$ cat config.mk
export PLATFORM = sky130hd
export DESIGN_NAME = counter_array_8bit_pwm
export DESIGN_NICKNAME = d
export VERILOG_FILES = /design/src/pwm_pkg.sv /design/src/edge_sync.sv /design/src/pwm_module.sv /design/src/counter_array_8bit_pwm.sv
export SDC_FILE = /design/constraint.sdc
export NUM_CORES = 1
export LEC_CHECK = 0
export BUFFER_PORTS_ARGS = -buffer_cell sky130_fd_sc_hd__buf_2
export CORE_ASPECT_RATIO = 0.75
export CORE_MARGIN = 3
export CORE_UTILIZATION = 55
export CTS_CLUSTER_DIAMETER = 40
export DETAILED_ROUTE_END_ITERATION = 6
export HOLD_SLACK_MARGIN = 0.12
export PLACE_DENSITY = 0.75
export SLEW_MARGIN = 10
export SYNTH_ARGS = -nofsm -noshare
export SYNTH_HDL_FRONTEND = slang
export SYNTH_SLANG_ARGS = --single-unit
export TNS_END_PERCENT = 1
$ cat constraint.sdc
create_clock -name clock -period 3.7 [get_ports clock]
set_clock_uncertainty 0.15 [all_clocks]
set_input_delay 0.185 -clock clock [delete_from_list [all_inputs] [get_ports clock]]
set_output_delay 0.185 -clock clock [all_outputs]
set_load 0.1 [all_outputs]
$ cat src/pwm_pkg.sv
package pwm_pkg;
  // Special function register addresses
  localparam logic [7:0] mode_ctrl_addr  = 8'hd9;
  localparam logic [7:0] mode_ctrl_reset = 8'h40;
  // Mode control fields
  localparam int idle_bit     = 7;
  localparam int wdog_en_bit  = 6;
  localparam int wdog_lck_bit = 5;
  localparam int tb_sel_hi    = 3;
  localparam int tb_sel_lo    = 1;
  localparam int ovf_ie_bit   = 0;
  localparam int unused_bit   = 4;
  // Module mode register fields
  localparam int cmp_en_bit   = 6;
  localparam int pwm_en_bit   = 1;
  localparam logic [7:0] module_mode_reset = 8'h00;
  // Timebase codes
  localparam logic [2:0] tb_div12 = 3'h0;
  localparam logic [2:0] tb_div4  = 3'h1;
  localparam logic [2:0] tb_t0ovf = 3'h2;
  localparam logic [2:0] tb_ext   = 3'h3;
  localparam logic [2:0] tb_sys   = 3'h4;
  localparam logic [2:0] tb_osc8  = 3'h5;
  // Prescale terminal counts
  localparam logic [3:0] div12_last = 4'hb;
  localparam logic [3:0] div4_last  = 4'h3;
  localparam logic [3:0] div8_last  = 4'h7;
  localparam logic [7:0] byte_max   = 8'hff;
endpackage : pwm_pkg

$ cat src/edge_sync.sv
`timescale 1ns/1ps
// Three-stage synchroniser; a change counts once stages two and three agree
module edge_sync (
  input  wire logic clock,
  input  wire logic rst_b,
  input  wire logic async_in,
  output logic      fall_pulse
);
  logic [2:0] stage;
  logic       stable;

  // Stage one only feeds stage two
  always_ff @(posedge clock or negedge rst_b) begin
    if (!rst_b) begin
      stage <= 3'h0;
    end else begin
      stage <= {stage[1:0], async_in};
    end
  end

  // Settled level, updated only on agreement
  always_ff @(posedge clock or negedge rst_b) begin
    if (!rst_b) begin
      stable <= 1'b0;
    end else if (stage[1] == stage[2]) begin
      stable <= stage[2];
    end
  end

  // One-cycle pulse on a settled high-to-low change
  always_ff @(posedge clock or negedge rst_b) begin
    if (!rst_b) begin
      fall_pulse <= 1'b0;
    end else begin
      fall_pulse <= stable && (stage[1] == stage[2]) && !stage[2];
    end
  end
endmodule : edge_sync

$ cat src/pwm_module.sv
`timescale 1ns/1ps
// One capture/compare channel in 8-bit PWM mode
module pwm_module #(
  parameter logic [7:0] mode_addr = 8'hda,
  parameter logic [7:0] low_addr  = 8'he9,
  parameter logic [7:0] high_addr = 8'hf9
) (
  input  wire logic       clock,
  input  wire logic       rst_b,
  input  wire logic       wr_en,
  input  wire logic [7:0] wr_addr,
  input  wire logic [7:0] wr_data,
  input  wire logic       tick,
  input  wire logic [7:0] counter_low_byte,
  output logic [7:0]      module_mode_register,
  output logic [7:0]      compare_low_byte,
  output logic [7:0]      compare_high_byte,
  output logic            module_output_pin
);
  logic       wrap;
  logic       pwm_mode;
  logic [7:0] next_count;
  assign wrap       = tick && (counter_low_byte == pwm_pkg::byte_max);
  // Count entered at this tick; matching on it keeps the pin in step with the count
  assign next_count = counter_low_byte + 8'h01;
  // Both enables needed for PWM
  assign pwm_mode = module_mode_register[pwm_pkg::cmp_en_bit] &&
                    module_mode_register[pwm_pkg::pwm_en_bit];

  // Mode register; compare writes move the comparator enable
  always_ff @(posedge clock or negedge rst_b) begin
    if (!rst_b) begin
      module_mode_register <= pwm_pkg::module_mode_reset;
    end else if (wr_en && wr_addr == mode_addr) begin
      module_mode_register <= wr_data;
    end else if (wr_en && wr_addr == low_addr) begin
      module_mode_register[pwm_pkg::cmp_en_bit] <= 1'b0;
    end else if (wr_en && wr_addr == high_addr) begin
      module_mode_register[pwm_pkg::cmp_en_bit] <= 1'b1;
    end
  end

  // High byte is software's alone
  always_ff @(posedge clock or negedge rst_b) begin
    if (!rst_b) begin
      compare_high_byte <= 8'h00;
    end else if (wr_en && wr_addr == high_addr) begin
      compare_high_byte <= wr_data;
    end
  end

  // Low byte reloads from high at every wrap in PWM mode; software write wins
  always_ff @(posedge clock or negedge rst_b) begin
    if (!rst_b) begin
      compare_low_byte <= 8'h00;
    end else if (wr_en && wr_addr == low_addr) begin
      compare_low_byte <= wr_data;
    end else if (wrap && pwm_mode) begin
      compare_low_byte <= compare_high_byte;
    end
  end

  // Pin moves on the same tick as the count, so full-rate duty is exact; zero keeps it high
  always_ff @(posedge clock or negedge rst_b) begin
    if (!rst_b) begin
      module_output_pin <= 1'b0;
    end else if (!module_mode_register[pwm_pkg::cmp_en_bit]) begin
      module_output_pin <= 1'b0;
    end else if (pwm_mode && wrap) begin
      module_output_pin <= (compare_high_byte == 8'h00);
    end else if (pwm_mode && tick && next_count == compare_low_byte) begin
      module_output_pin <= 1'b1;
    end
  end
endmodule : pwm_module

$ cat src/counter_array_8bit_pwm.sv
`timescale 1ns/1ps
// Summary of operation
// - Each module makes its own PWM on its own pin, sharing the counter.
// - PWM period is one full wrap of the counter low byte.
// - Pin goes high when counter low byte equals compare low byte.
// - Pin goes low when counter low byte overflows.
// - On wrap, compare high byte is copied into compare low byte.
// - PWM mode needs comparator enable and PWM enable both set.
// - Writing compare low byte clears comparator enable.
// - Writing compare high byte sets comparator enable.
// - Duty is (256 - high byte)/256; zero means always high.
// - Comparator enable clear holds the pin low.
// - Watchdog enable bit selects module 2 as watchdog; set at reset.
// - Once locked, watchdog enable cannot be cleared until reset.
module counter_array_8bit_pwm #(
  parameter int n_modules = 3
) (
  input  wire logic                 clock,
  input  wire logic                 rst_b,
  input  wire logic                 sfr_wr,
  input  wire logic [7:0]           sfr_addr,
  input  wire logic [7:0]           sfr_wdata,
  input  wire logic                 cpu_idle,
  input  wire logic                 timer0_overflow,
  input  wire logic                 external_count_input,
  input  wire logic                 ext_osc_clock,
  input  wire logic                 overflow_flag_clear,
  output logic [7:0]                counter_mode_control,
  output logic [7:0]                counter_low_byte,
  output logic                      counter_overflow_flag,
  output logic                      overflow_irq,
  output logic                      watchdog_active,
  output logic [n_modules-1:0]      module_output_pin
);
  logic       eci_fall;
  logic       osc_fall;
  logic [3:0] prescale;
  logic [3:0] osc_count;
  logic       tick;
  logic [2:0] tb_sel;
  logic       lock_hit;
  logic       lock;
  logic [7:0] counter_high_byte;
  logic       idle_hold;
  logic       full_wrap;

  assign tb_sel = counter_mode_control[pwm_pkg::tb_sel_hi:pwm_pkg::tb_sel_lo];
  assign lock   = counter_mode_control[pwm_pkg::wdog_lck_bit];

  // Terms for the checks below; kept apart so the checks do not copy the count logic
  assign idle_hold = cpu_idle && counter_mode_control[pwm_pkg::idle_bit];
  assign full_wrap = tick && counter_low_byte == pwm_pkg::byte_max &&
                     counter_high_byte == pwm_pkg::byte_max;

  edge_sync u_eci_sync (
    .clock      (clock),
    .rst_b      (rst_b),
    .async_in   (external_count_input),
    .fall_pulse (eci_fall)
  );

  edge_sync u_osc_sync (
    .clock      (clock),
    .rst_b      (rst_b),
    .async_in   (ext_osc_clock),
    .fall_pulse (osc_fall)
  );

  // Mode control; a locked watchdog enable stays set until reset
  always_ff @(posedge clock or negedge rst_b) begin
    if (!rst_b) begin
      counter_mode_control <= pwm_pkg::mode_ctrl_reset;
    end else if (sfr_wr && sfr_addr == pwm_pkg::mode_ctrl_addr) begin
      counter_mode_control        <= sfr_wdata;
      counter_mode_control[pwm_pkg::unused_bit] <= 1'b0;
      if (lock) begin
        counter_mode_control[pwm_pkg::wdog_en_bit]  <= 1'b1;
        counter_mode_control[pwm_pkg::wdog_lck_bit] <= 1'b1;
      end
    end
  end

  // System clock prescaler, free running
  always_ff @(posedge clock or negedge rst_b) begin
    if (!rst_b) begin
      prescale <= 4'h0;
    end else if ((tb_sel == pwm_pkg::tb_div12 && prescale == pwm_pkg::div12_last) ||
                 (tb_sel == pwm_pkg::tb_div4 && prescale == pwm_pkg::div4_last)) begin
      prescale <= 4'h0;
    end else begin
      prescale <= prescale + 4'h1;
    end
  end

  // External oscillator divided by eight
  always_ff @(posedge clock or negedge rst_b) begin
    if (!rst_b) begin
      osc_count <= 4'h0;
    end else if (osc_fall) begin
      osc_count <= (osc_count == pwm_pkg::div8_last) ? 4'h0 : osc_count + 4'h1;
    end
  end

  // Count enable from the selected timebase; reserved codes never count
  always_comb begin
    case (tb_sel)
      pwm_pkg::tb_div12: tick = (prescale == pwm_pkg::div12_last);
      pwm_pkg::tb_div4:  tick = (prescale == pwm_pkg::div4_last);
      pwm_pkg::tb_t0ovf: tick = timer0_overflow;
      pwm_pkg::tb_ext:   tick = eci_fall;
      pwm_pkg::tb_sys:   tick = 1'b1;
      pwm_pkg::tb_osc8:  tick = osc_fall && (osc_count == pwm_pkg::div8_last);
      default:           tick = 1'b0;
    endcase
    if (cpu_idle && counter_mode_control[pwm_pkg::idle_bit]) begin
      tick = 1'b0;
    end
  end

  // Shared 16-bit counter; low byte wrap paces every PWM period
  always_ff @(posedge clock or negedge rst_b) begin
    if (!rst_b) begin
      counter_low_byte  <= 8'h00;
      counter_high_byte <= 8'h00;
    end else if (tick) begin
      counter_low_byte <= counter_low_byte + 8'h01;
      if (counter_low_byte == pwm_pkg::byte_max) begin
        counter_high_byte <= counter_high_byte + 8'h01;
      end
    end
  end

  // Overflow flag: a new overflow beats a same-cycle clear
  always_ff @(posedge clock or negedge rst_b) begin
    if (!rst_b) begin
      counter_overflow_flag <= 1'b0;
    end else if (tick && counter_low_byte == pwm_pkg::byte_max &&
                 counter_high_byte == pwm_pkg::byte_max) begin
      counter_overflow_flag <= 1'b1;
    end else if (overflow_flag_clear) begin
      counter_overflow_flag <= 1'b0;
    end
  end

  // Registered request, one cycle behind the flag
  always_ff @(posedge clock or negedge rst_b) begin
    if (!rst_b) begin
      overflow_irq <= 1'b0;
    end else begin
      overflow_irq <= counter_overflow_flag &&
                      counter_mode_control[pwm_pkg::ovf_ie_bit];
    end
  end

  // Module 2 is claimed as watchdog while enabled
  always_ff @(posedge clock or negedge rst_b) begin
    if (!rst_b) begin
      watchdog_active <= 1'b0;
    end else begin
      watchdog_active <= counter_mode_control[pwm_pkg::wdog_en_bit];
    end
  end

  // Independent channels on the shared counter
  genvar gi;
  generate
    for (gi = 0; gi < n_modules; gi++) begin : g_mod
      pwm_module #(
        .mode_addr (8'(8'hda + gi)),
        .low_addr  (8'(8'he9 + 2 * gi)),
        .high_addr (8'(8'hea + 2 * gi))
      ) u_mod (
        .clock                (clock),
        .rst_b                (rst_b),
        .wr_en                (sfr_wr),
        .wr_addr              (sfr_addr),
        .wr_data              (sfr_wdata),
        .tick                 (tick),
        .counter_low_byte     (counter_low_byte),
        .module_mode_register (),
        .compare_low_byte     (),
        .compare_high_byte    (),
        .module_output_pin    (module_output_pin[gi])
      );
    end
  endgenerate
endmodule : counter_array_8bit_pwm

# [Word-level counts from Yosys, hierarchy flattened]
# Cells that the tools add are included.
[classes] n_addsub=4 reduce_logical=48 mux=31 n_eq_ne=28
[op_table] cell="$eq 8x8->1 const B" n=12
[op_table] cell="$mux 8" n=6
[op_table] cell="$logic_and 1x1->1" n=33
[op_table] cell="$eq 8x8->1" n=3
[op_table] cell="$logic_not 8->1" n=3
[op_table] cell="$mux 1" n=21
[op_table] cell="$add 8x1->8 const B" n=2
[op_table] cell="$ne 3x3->1 const B" n=3
[op_table] cell="$reduce_bool 3->1" n=3
[op_table] cell="$add 4x1->4 const B" n=2
[op_table] cell="$mux 4" n=2
[op_table] cell="$reduce_bool 2->1" n=4
[op_table] cell="$eq 3x2->1 const B" n=2
[op_table] cell="$eq 3x3->1 const B" n=2
[op_table] cell="$pmux 1 s6" n=1
[op_table] cell="$eq 4x2->1 const B" n=1
[op_table] cell="$eq 4x3->1 const B" n=1
[op_table] cell="$eq 4x4->1 const B" n=1
[op_table] cell="$eq 3x1->1 const B" n=1
[op_table] cell="$logic_not 3->1" n=1
[op_table] cell="$eq 1x1->1" n=2
[op_table] cell="$logic_not 1->1" n=2
[op_table] cell="$mux 2" n=1
[op_table] cell="$reduce_and 2->1" n=1
[op_table] cell="$logic_or 1x1->1" n=1
[totals] inputBits=24 word_cells=140 regBits=104 out_inout_bits=22

# [Depth between registers and ports, before layout]
# Gate-level depths: netlist of run 1.
[logic_depth] word_depth=9 depth_mapped=8 ltp_nobuf=7

# [By module]
# Synthesis of run 1 repeated with hierarchy kept, for this count alone.
[hier_totals] hier_cells=502 area_unflattened_um2=5923.2
[by_module_without_submodules] mod="counter_array_8bit_pwm" seq_area_each_um2=852.1 n_inst=1 cells_per_inst=122 area_each_um2=1555.2
[by_module_without_submodules] mod="pwm_module at g_mod[1].u_mod" seq_area_each_um2=625.6 n_inst=1 cells_per_inst=121 area_each_um2=1412.6
[by_module_without_submodules] mod="pwm_module at g_mod[0].u_mod" seq_area_each_um2=625.6 n_inst=1 cells_per_inst=121 area_each_um2=1345.0
[by_module_without_submodules] mod="pwm_module at g_mod[2].u_mod" seq_area_each_um2=625.6 n_inst=1 cells_per_inst=124 area_each_um2=1322.5
[by_module_without_submodules] mod="edge_sync" seq_area_each_um2=125.1 n_inst=2 cells_per_inst=7 area_each_um2=143.9

# [Worst setup path before layout of run 1]
# No wires, ideal clock.
[synth_timing] kind="flip-flop to flip-flop" startpoint="register counter_low_byte[1]" endpoint="register g_mod[0].u_mod.module_output_pin" stages_incl_launch_ff=9 setup_time_ns=0.077 path_buffers=1 slack_ns=0.948 synth_period_minus_slack_ns=2.752 arrival_ns=2.525 t_required_ns=3.473 cell_sequence="dfrtp_1 ha_1 buf_4 nand3_4 nor2_1 xnor2_1 a2111oi_0 o2111ai_1 a21oi_1"
[synth_via] elab_chain_len=5 word_cells_on_any_way=9 classes_between="add/sub (1); eq/ne (3); mux (2); reduce/logical (3)"
[synth_lines] item="from (decl)" line="counter_array_8bit_pwm.sv:29" text="output logic [7:0] counter_low_byte,"
[synth_lines] item="from (signal assigned)" line="counter_array_8bit_pwm.sv:126" text="counter_low_byte <= counter_low_byte + 8'h01;"
[synth_lines] item="parallel branches: the longest is 5 deep, another holds $add 8x1->8"
[synth_lines] item="to (signal assigned)" line="pwm_module.sv:70" text="module_output_pin <= (compare_high_byte == 8'h00);"
[synth_lines] item="to (decl)" line="pwm_module.sv:18" text="output logic module_output_pin"
# Parallel ways; which one is timed is not known.
# A chain may end at the register's enable or synchronous reset.

# [Worst setup path after layout of run 1]
[layout_timing] startpoint="register osc_count[0]" endpoint="register g_mod[2].u_mod.compare_low_byte[3]"
[layout_via] elab_chain_len=7
[layout_lines] item="from (decl)" line="counter_array_8bit_pwm.sv:38" text="logic [3:0] osc_count;"
[layout_lines] item="from (signal assigned)" line="counter_array_8bit_pwm.sv:100" text="osc_count <= (osc_count == pwm_pkg::div8_last) ? 4'h0 : osc_count + 4'h1;"
[layout_lines] item="$eq 4x3->1" line="counter_array_8bit_pwm.sv:112" text="pwm_pkg::tb_osc8: tick = osc_fall && (osc_count == pwm_pkg::div8_last);"
[layout_lines] item="$logic_and 1x1->1" line="counter_array_8bit_pwm.sv:112"
[layout_lines] item="$pmux 1 s6" line="counter_array_8bit_pwm.sv:106" text="case (tb_sel)"
[layout_lines] item="$mux 1" line="counter_array_8bit_pwm.sv:115" text="if (cpu_idle && counter_mode_control[pwm_pkg::idle_bit]) begin"
[layout_lines] item="$logic_and 1x1->1" line="pwm_module.sv:23" text="assign wrap = tick && (counter_low_byte == pwm_pkg::byte_max);"
[layout_lines] item="$logic_and 1x1->1" line="pwm_module.sv:58" text="end else if (wrap && pwm_mode) begin"
[layout_lines] item="$reduce_bool 2->1 (no line)"
[layout_lines] item="to (signal assigned)" line="pwm_module.sv:57" text="compare_low_byte <= wr_data;"
[layout_lines] item="to (signal assigned)" line="pwm_module.sv:59" text="compare_low_byte <= compare_high_byte;"
[layout_lines] item="to (decl)" line="pwm_module.sv:16" text="output logic [7:0] compare_low_byte,"
# Every way passes these cells.

==> results_dict.tcl, run 1 <==
set metrics [dict create \
    outcome "finished clean" \
    avgSynthCellArea_um2 10.8 \
    period_minus_slack_ps 2810 \
    r2r_start "osc_count[0]$_DFFE_PN0P_" \
    syn_inst 471 \
    max_cap_violations 0 \
    setup_viol 0 \
    p_leak_uw 0.00253 \
    clockPowerShare_pct 29.5 \
    worstSetupPathType "flip-flop to flip-flop" \
    fp.dieW_um 117 \
    hp-class "input port to flip-flop" \
    synthesis.area_um2 5080 \
    viasPerCell 5.87 \
    clk_latency_ps 340 \
    hpwl_mm 8.18 \
    fmax_mhz 356 \
    cts-resized-gates 0 \
    place_area_um2 5330 \
    worstPathMaxFanout 16 \
    htree_levels 3 \
    synth.distinct_cells 56 \
    cts.sinks 101 \
    cts_buffers 9 \
    first_global_vias 3461 \
    finalHoldViolCount 0 \
    period_share_pct 76.0 \
    ys.flop_type "dfrtp_1" \
    cts_buffer_depth 2 \
    seqPwrFrac_pct 43.2 \
    drive_above_1_share_pct 20.3 \
    worstMarginPinSlew_ps 1060 \
    holdPathStages 3 \
    core_area_um2 8710 \
    grt_start_max_net_pins 51 \
    rows 29 \
    n_antenna_cell 0 \
    layout_common_cells "dfrtp_1, nand2_1, buf_2" \
    wirelength_mm 11.2 \
    yosysTopAreaCellShare_pct 49.3 \
    synth_warnings 0 \
    critical_path_arrival_ps 2840 \
    grt_pass1_wl_mm 18.6 \
    seq_area_frac_synth_pct 49.8 \
    swShare_pct 37.1 \
    reg2reg_to "g_mod[2].u_mod.compare_low_byte[3]$_DFFE_PN0P_" \
    die_area_um2 10400 \
    place_congestion 0.914 \
    antenna_found_initial 0 \
    dr.pass1.iters 5 \
    mostFrequentLayoutCell "dfrtp_1" \
    r2r_slack_ps 890 \
    ios 46 \
    clkTransAtPathRegs_ps 70 \
    r2r_cells 7 \
    clockRootBuffer "clkbuf_16" \
    crit_required_ps 3730 \
    critical_path.max_stage_delay_ps 810 \
    synth_edf_count 0 \
    start_kind "flip-flop" \
    wire_per_inst_um 17.8 \
    die_h_um 89.2 \
    drtIter0Drc 222 \
    p_switching_uw 1210 \
    grt_usage_pct 23.6 \
    port_buffers 44 \
    crit_path_end_kind "flip-flop" \
    slowest_stage "a31oi_1" \
    power_density_nw_per_um2 564 \
    ir_drop_uv 302 \
    floorplan.initialDensity_pct 58.3 \
    vias 3696 \
    path_cells "ha_1 -> and4b_1 -> o21ai_1 -> a2111oi_4 -> buf_4 -> a31oi_1 -> o21ai_0" \
    drc 0 \
    synthArstFlopShare_pct 100 \
    p_int_uw 2050 \
    grt.overflow.total 0 \
    p_total_uw 3260 \
    cts_tree "built" \
    p_comb_share_pct 27.3 \
    num-nets-final 545 \
    grt_setup_unrepaired "no" \
    synth_area_leader_cell "dfrtp_1" \
    ys_ff_latch 101 \
    final_area_um2 5780 \
    holdWs_ps 161 \
    drv_slew 0 \
    drtAntennaViolNets 0 \
    hp-start "sfr_addr[1]" \
    slew_headroom_pct 28.7 \
    area_delta_synth_final_pct 13.7 \
    timing.setup.tns_ps 0 \
    syn_nets 499 \
    synth_area_leaders "dfrtp_1, mux2_2, mux2i_1" \
    final_util_pct 66.3 \
    whs_endpoint "g_mod[2].u_mod.module_mode_register[1]$_DFFE_PN0P_" \
]
## logic make-up (layout without fill, tap and decap cells)
group / after synthesis / count (layout) / share of synthesized area [%]
simple gates: 146 / 146 / 14.7
xor+xnor: 41 / 41 / 7.34
mux: 59 / 59 / 12.5
flops: 101 / 101 / 49.8
fa+ha+maj: 6 / 6 / 1.38
buf+inv: 35 / 86 / 3.35
other cells: 1 / 1 / 0.0738
compound gates: 82 / 82 / 10.9
## layer usage
| layer | part of all wire, % | up-vias | global-route usage [%] |
|---|---|---|---|
| li1 | - | 1763 | - |
| met1 | 49 | 1808 | 36.6 |
| met4 | 0.91 | 0 | 6.04 |
| met2 | 44 | 112 | 33.8 |
| met3 | 6.4 | 13 | 5.07 |
| met5 | 0 | - | 0 |
## synth_stat cells, drive strengths merged, types with 4 or more instances
cell	instances
o21a	10
dfrtp	100
o31ai	4
nand2b	9
buf	19
o21ai	20
a21oi	16
inv	7
xnor2	28
nor2	30
mux2i	25
a31oi	6
nor2b	4
nand4b	4
a21o	4
clkbuf	9
nand3	15
nor4	8
nand2	43
mux2	34
a211oi	4
ha	4
nand4	8
nor3	9
xor2	12
## layout make-up
class | count | area [um^2]
repair buffers | 63 | 400
well taps | 108 | 135
fillers | 690 | 2930
inverters | 7 | 26.3
flip-flops and latches | 101 | 2530
multi-input cells | 335 | 2380
clock inverters | 6 | 76.3
clock buffers | 10 | 229
## flip-flops by register name, indices dropped and copies added (netlist names), 3 cells and up
| register | count |
|---|---|
| osc_count | 4 |
| counter_mode_control | 7 |
| g_mod.u_mod.compare_low_byte | 24 |
| g_mod.u_mod.compare_high_byte | 24 |
| u_osc_sync.stage | 3 |
| counter_high_byte | 8 |
| counter_low_byte | 8 |
| g_mod.u_mod.module_output_pin | 3 |
| u_eci_sync.stage | 3 |
| g_mod.u_mod.module_mode_register | 6 |
| prescale | 4 |
## worst max-delay path: cells and delay by family (launching register included)
family	cells	cell delay (ps)
flip-flops	1	400
AND/OR/NAND/NOR	1	200
AO/OA/AOI/OAI	4	1430
buffers and inverters	1	220
adder cells (fa/ha/maj)	1	240
## worst max path at each step
stage / from / end / slack (ps) / depth (start not counted)
after global placement: osc_count[0]$_DFFE_PN0P_ / g_mod[2].u_mod.compare_low_byte[4]$_DFFE_PN0P_ / 1030 / 7
final: osc_count[0]$_DFFE_PN0P_ / g_mod[2].u_mod.compare_low_byte[3]$_DFFE_PN0P_ / 890 / 7
after CTS: osc_count[0]$_DFFE_PN0P_ / g_mod[2].u_mod.compare_low_byte[2]$_DFFE_PN0P_ / 890 / 7
after global routing: osc_count[0]$_DFFE_PN0P_ / g_mod[2].u_mod.compare_low_byte[4]$_DFFE_PN0P_ / 620 / 7
after floorplan: counter_low_byte[1]$_DFFE_PN0P_ / g_mod[0].u_mod.module_output_pin$_DFFE_PN0P_ / 950 / 8
after detailed placement: osc_count[0]$_DFFE_PN0P_ / g_mod[2].u_mod.compare_low_byte[2]$_DFFE_PN0P_ / 930 / 7
## power by group through the flow
stage	logic, uW	clock network (uW)	registers, uW
finish	891	962	1410
global route	967	1040	1430
CTS	891	980	1400
global placement	860	0	1410
floorplan	543	0	1580
detailed placement	879	0	1420
## through the flow
step / worst slack [ps] / instances
3_5_place_dp: 931 / 600
5_1_grt: 616 / 630
6_report: 888 / 630
2_1_floorplan: 948 / 471
3_3_place_gp: 1030 / 600
4_1_cts: 894 / 630
## timing repair
action	in CTS	in global routing
hold endpoints to repair	88	0
setup buffers	0	0
hold buffers	14	0
Note: power is estimated with default switching activity, not from simulation.
==> run 2: changes to the inputs <==
Settings changed: CORE_UTILIZATION 55 to 54, PLACE_DENSITY 0.75 to 0.76.
Clock period 3.7 ns to 2.3 ns, I/O delays scaled along.
==> results_dict.tcl, run 2 (same netlist as run 1, synthesis figures left out) <==
set metrics [dict create \
    seqPwrFrac_pct 41.9 \
    finalHoldViolCount 0 \
    top_regs "g_mod.u_mod.compare_high_byte: 24 flops, g_mod.u_mod.compare_low_byte: 24 flops" \
    drc 0 \
    cts_tree "built" \
    nFillCells 652 \
    clockPowerShare_pct 27.2 \
    grt.overflow.total 0 \
    max_cap_violations 0 \
    drv_slew 0 \
    start_kind "flip-flop" \
    fmax_mhz 436 \
    fp.dieW_um 118 \
    p_leak_uw 0.00262 \
    period_share_pct 99.7 \
    vias 3866 \
    grt_pass1_wl_mm 19.3 \
    die_area_um2 10600 \
    slew_headroom_pct 60.7 \
    crit_path_end_kind "flip-flop" \
    wirelength_mm 11.6 \
    mostFrequentLayoutCell "dfrtp_1" \
    crit_required_ps 2400 \
    place_inst 633 \
    power_density_nw_per_um2 892 \
    area_delta_synth_final_pct 18.5 \
    p_comb_share_pct 30.8 \
    grt_setup_unrepaired "yes" \
    dr.pass1.iters 5 \
    cts_buffer_depth 2 \
    hpwl_mm 8.43 \
    worstMarginPinSlew_ps 589 \
    cts_buffers 9 \
    num-nets-final 567 \
    drtIter0Drc 302 \
    layout.cells.non_filler 668 \
    floorplan.initialDensity_pct 57.8 \
    grt_usage_pct 23.1 \
    n_antenna_cell 0 \
    rows 29 \
    die_h_um 90.0 \
    worstSetupPathType "flip-flop to flip-flop" \
    antenna_found_initial 0 \
    swShare_pct 38.0 \
    core_area_um2 8780 \
    ios 46 \
    critical_path_arrival_ps 2390 \
    grt_start_max_net_pins 46 \
    p_int_uw 3330 \
    place_congestion 0.827 \
    clkTransAtPathRegs_ps 80 \
    viasPerCell 5.79 \
    ir_drop_uv 507 \
    p_total_uw 5370 \
    clockRootBuffer "clkbuf_16" \
    p_switching_uw 2040 \
    timing.setup.tns_ps 0 \
    first_global_vias 3711 \
    wire_per_inst_um 17.4 \
    port_buffers 44 \
    setup_viol 0 \
    worstPathMaxFanout 16 \
    layout_common_cells "dfrtp_1, buf_2, nand2_1" \
    clk_latency_ps 360 \
    period_minus_slack_ps 2290 \
    outcome "finished clean" \
    hp-class "input port to asynchronous set/reset pin" \
    htree_levels 3 \
    cts.sinks 101 \
    drtAntennaViolNets 0 \
    drive_above_1_share_pct 26.8 \
]
==> run 2: layout make-up <==
cell class              count  area, um^2  share of cell area, %
flip-flops and latches    101        2550                   42.4
multi-input cells         335        2440                   40.5
repair buffers             85         568                   9.44
clock buffers              10         229                   3.80
well taps                 124         155                   2.58
clock inverters             6        52.6                  0.873
inverters                   7        26.3                  0.436
==> run 2: through the flow <==
| step | hold WS, ps | util, % | area, um^2 | setup WS (ps) |
|---|---|---|---|---|
| floorplan | -331 | - | 5100 | -52.6 |
| global placement | -10.1 | 62.6 | 5500 | 55.1 |
| detailed placement | 5.10 | 62.6 | 5500 | -52.6 |
| CTS | 153 | 67.6 | 5940 | -26.7 |
| global route | 191 | 68.6 | 6020 | -109 |
| finish | 145 | 68.6 | 6020 | 6.71 |
==> run 2: timing repair <==
| item | 4_1_cts | 5_1_grt |
|---|---|---|
| hold endpoints to repair | 115 | 0 |
| hold buffers | 15 | 0 |
| buffers inserted | 0 | 4 |
| endpoints found under the setup margin | 6 | 30 |
| gates resized for setup | 2 | 10 |
| pin swaps | 2 | 7 |
==> run 2: final timing paths <==
path	startpoint	end	slack, ps	cells after the start
min reg2reg	u_eci_sync.stage[0]$_DFF_PN0_	u_eci_sync.stage[1]$_DFF_PN0_	200	0
max reg2reg	osc_count[1]$_DFFE_PN0P_	g_mod[0].u_mod.compare_low_byte[4]$_DFFE_PN0P_	7	8
min	rst_b	u_osc_sync.stage[1]$_DFF_PN0_	140	2
max	osc_count[1]$_DFFE_PN0P_	g_mod[0].u_mod.compare_low_byte[4]$_DFFE_PN0P_	7	8
min in group clock	sfr_addr[2]	g_mod[1].u_mod.module_mode_register[6]$_DFFE_PN0P_	170	4
max in group asynchronous	rst_b	counter_mode_control[6]$_DFFE_PN1P_	1090	3
==> run 2: metal layers <==
metal / up-vias / wire (um) / global-route usage [%]
met4: 0 / 207 / 7.12
met3: 19 / 871 / 5.96
li1: 1809 / - / -
met2: 136 / 5020 / 33.0
met5: - / 0 / 0
met1: 1902 / 5520 / 34.8
==> run 2: power by group through the flow <==
stage / clock network, uW / logic, uW / registers [uW]
2_1_floorplan: 0 / 872 / 2560
3_5_place_dp: 0 / 1550 / 2260
3_3_place_gp: 0 / 1510 / 2240
6_report: 1460 / 1660 / 2250
5_1_grt: 1560 / 1770 / 2280
4_1_cts: 1490 / 1580 / 2230
==> run 2: critical path: stages, from the launching register on <==
cell and delay, ps:
dfrtp_1 420, ha_4 150, and4b_1 250, o21ai_2 100, a2111oi_4 480, buf_4 190
a31o_4 240, nand2_1 90, o21a_1 110
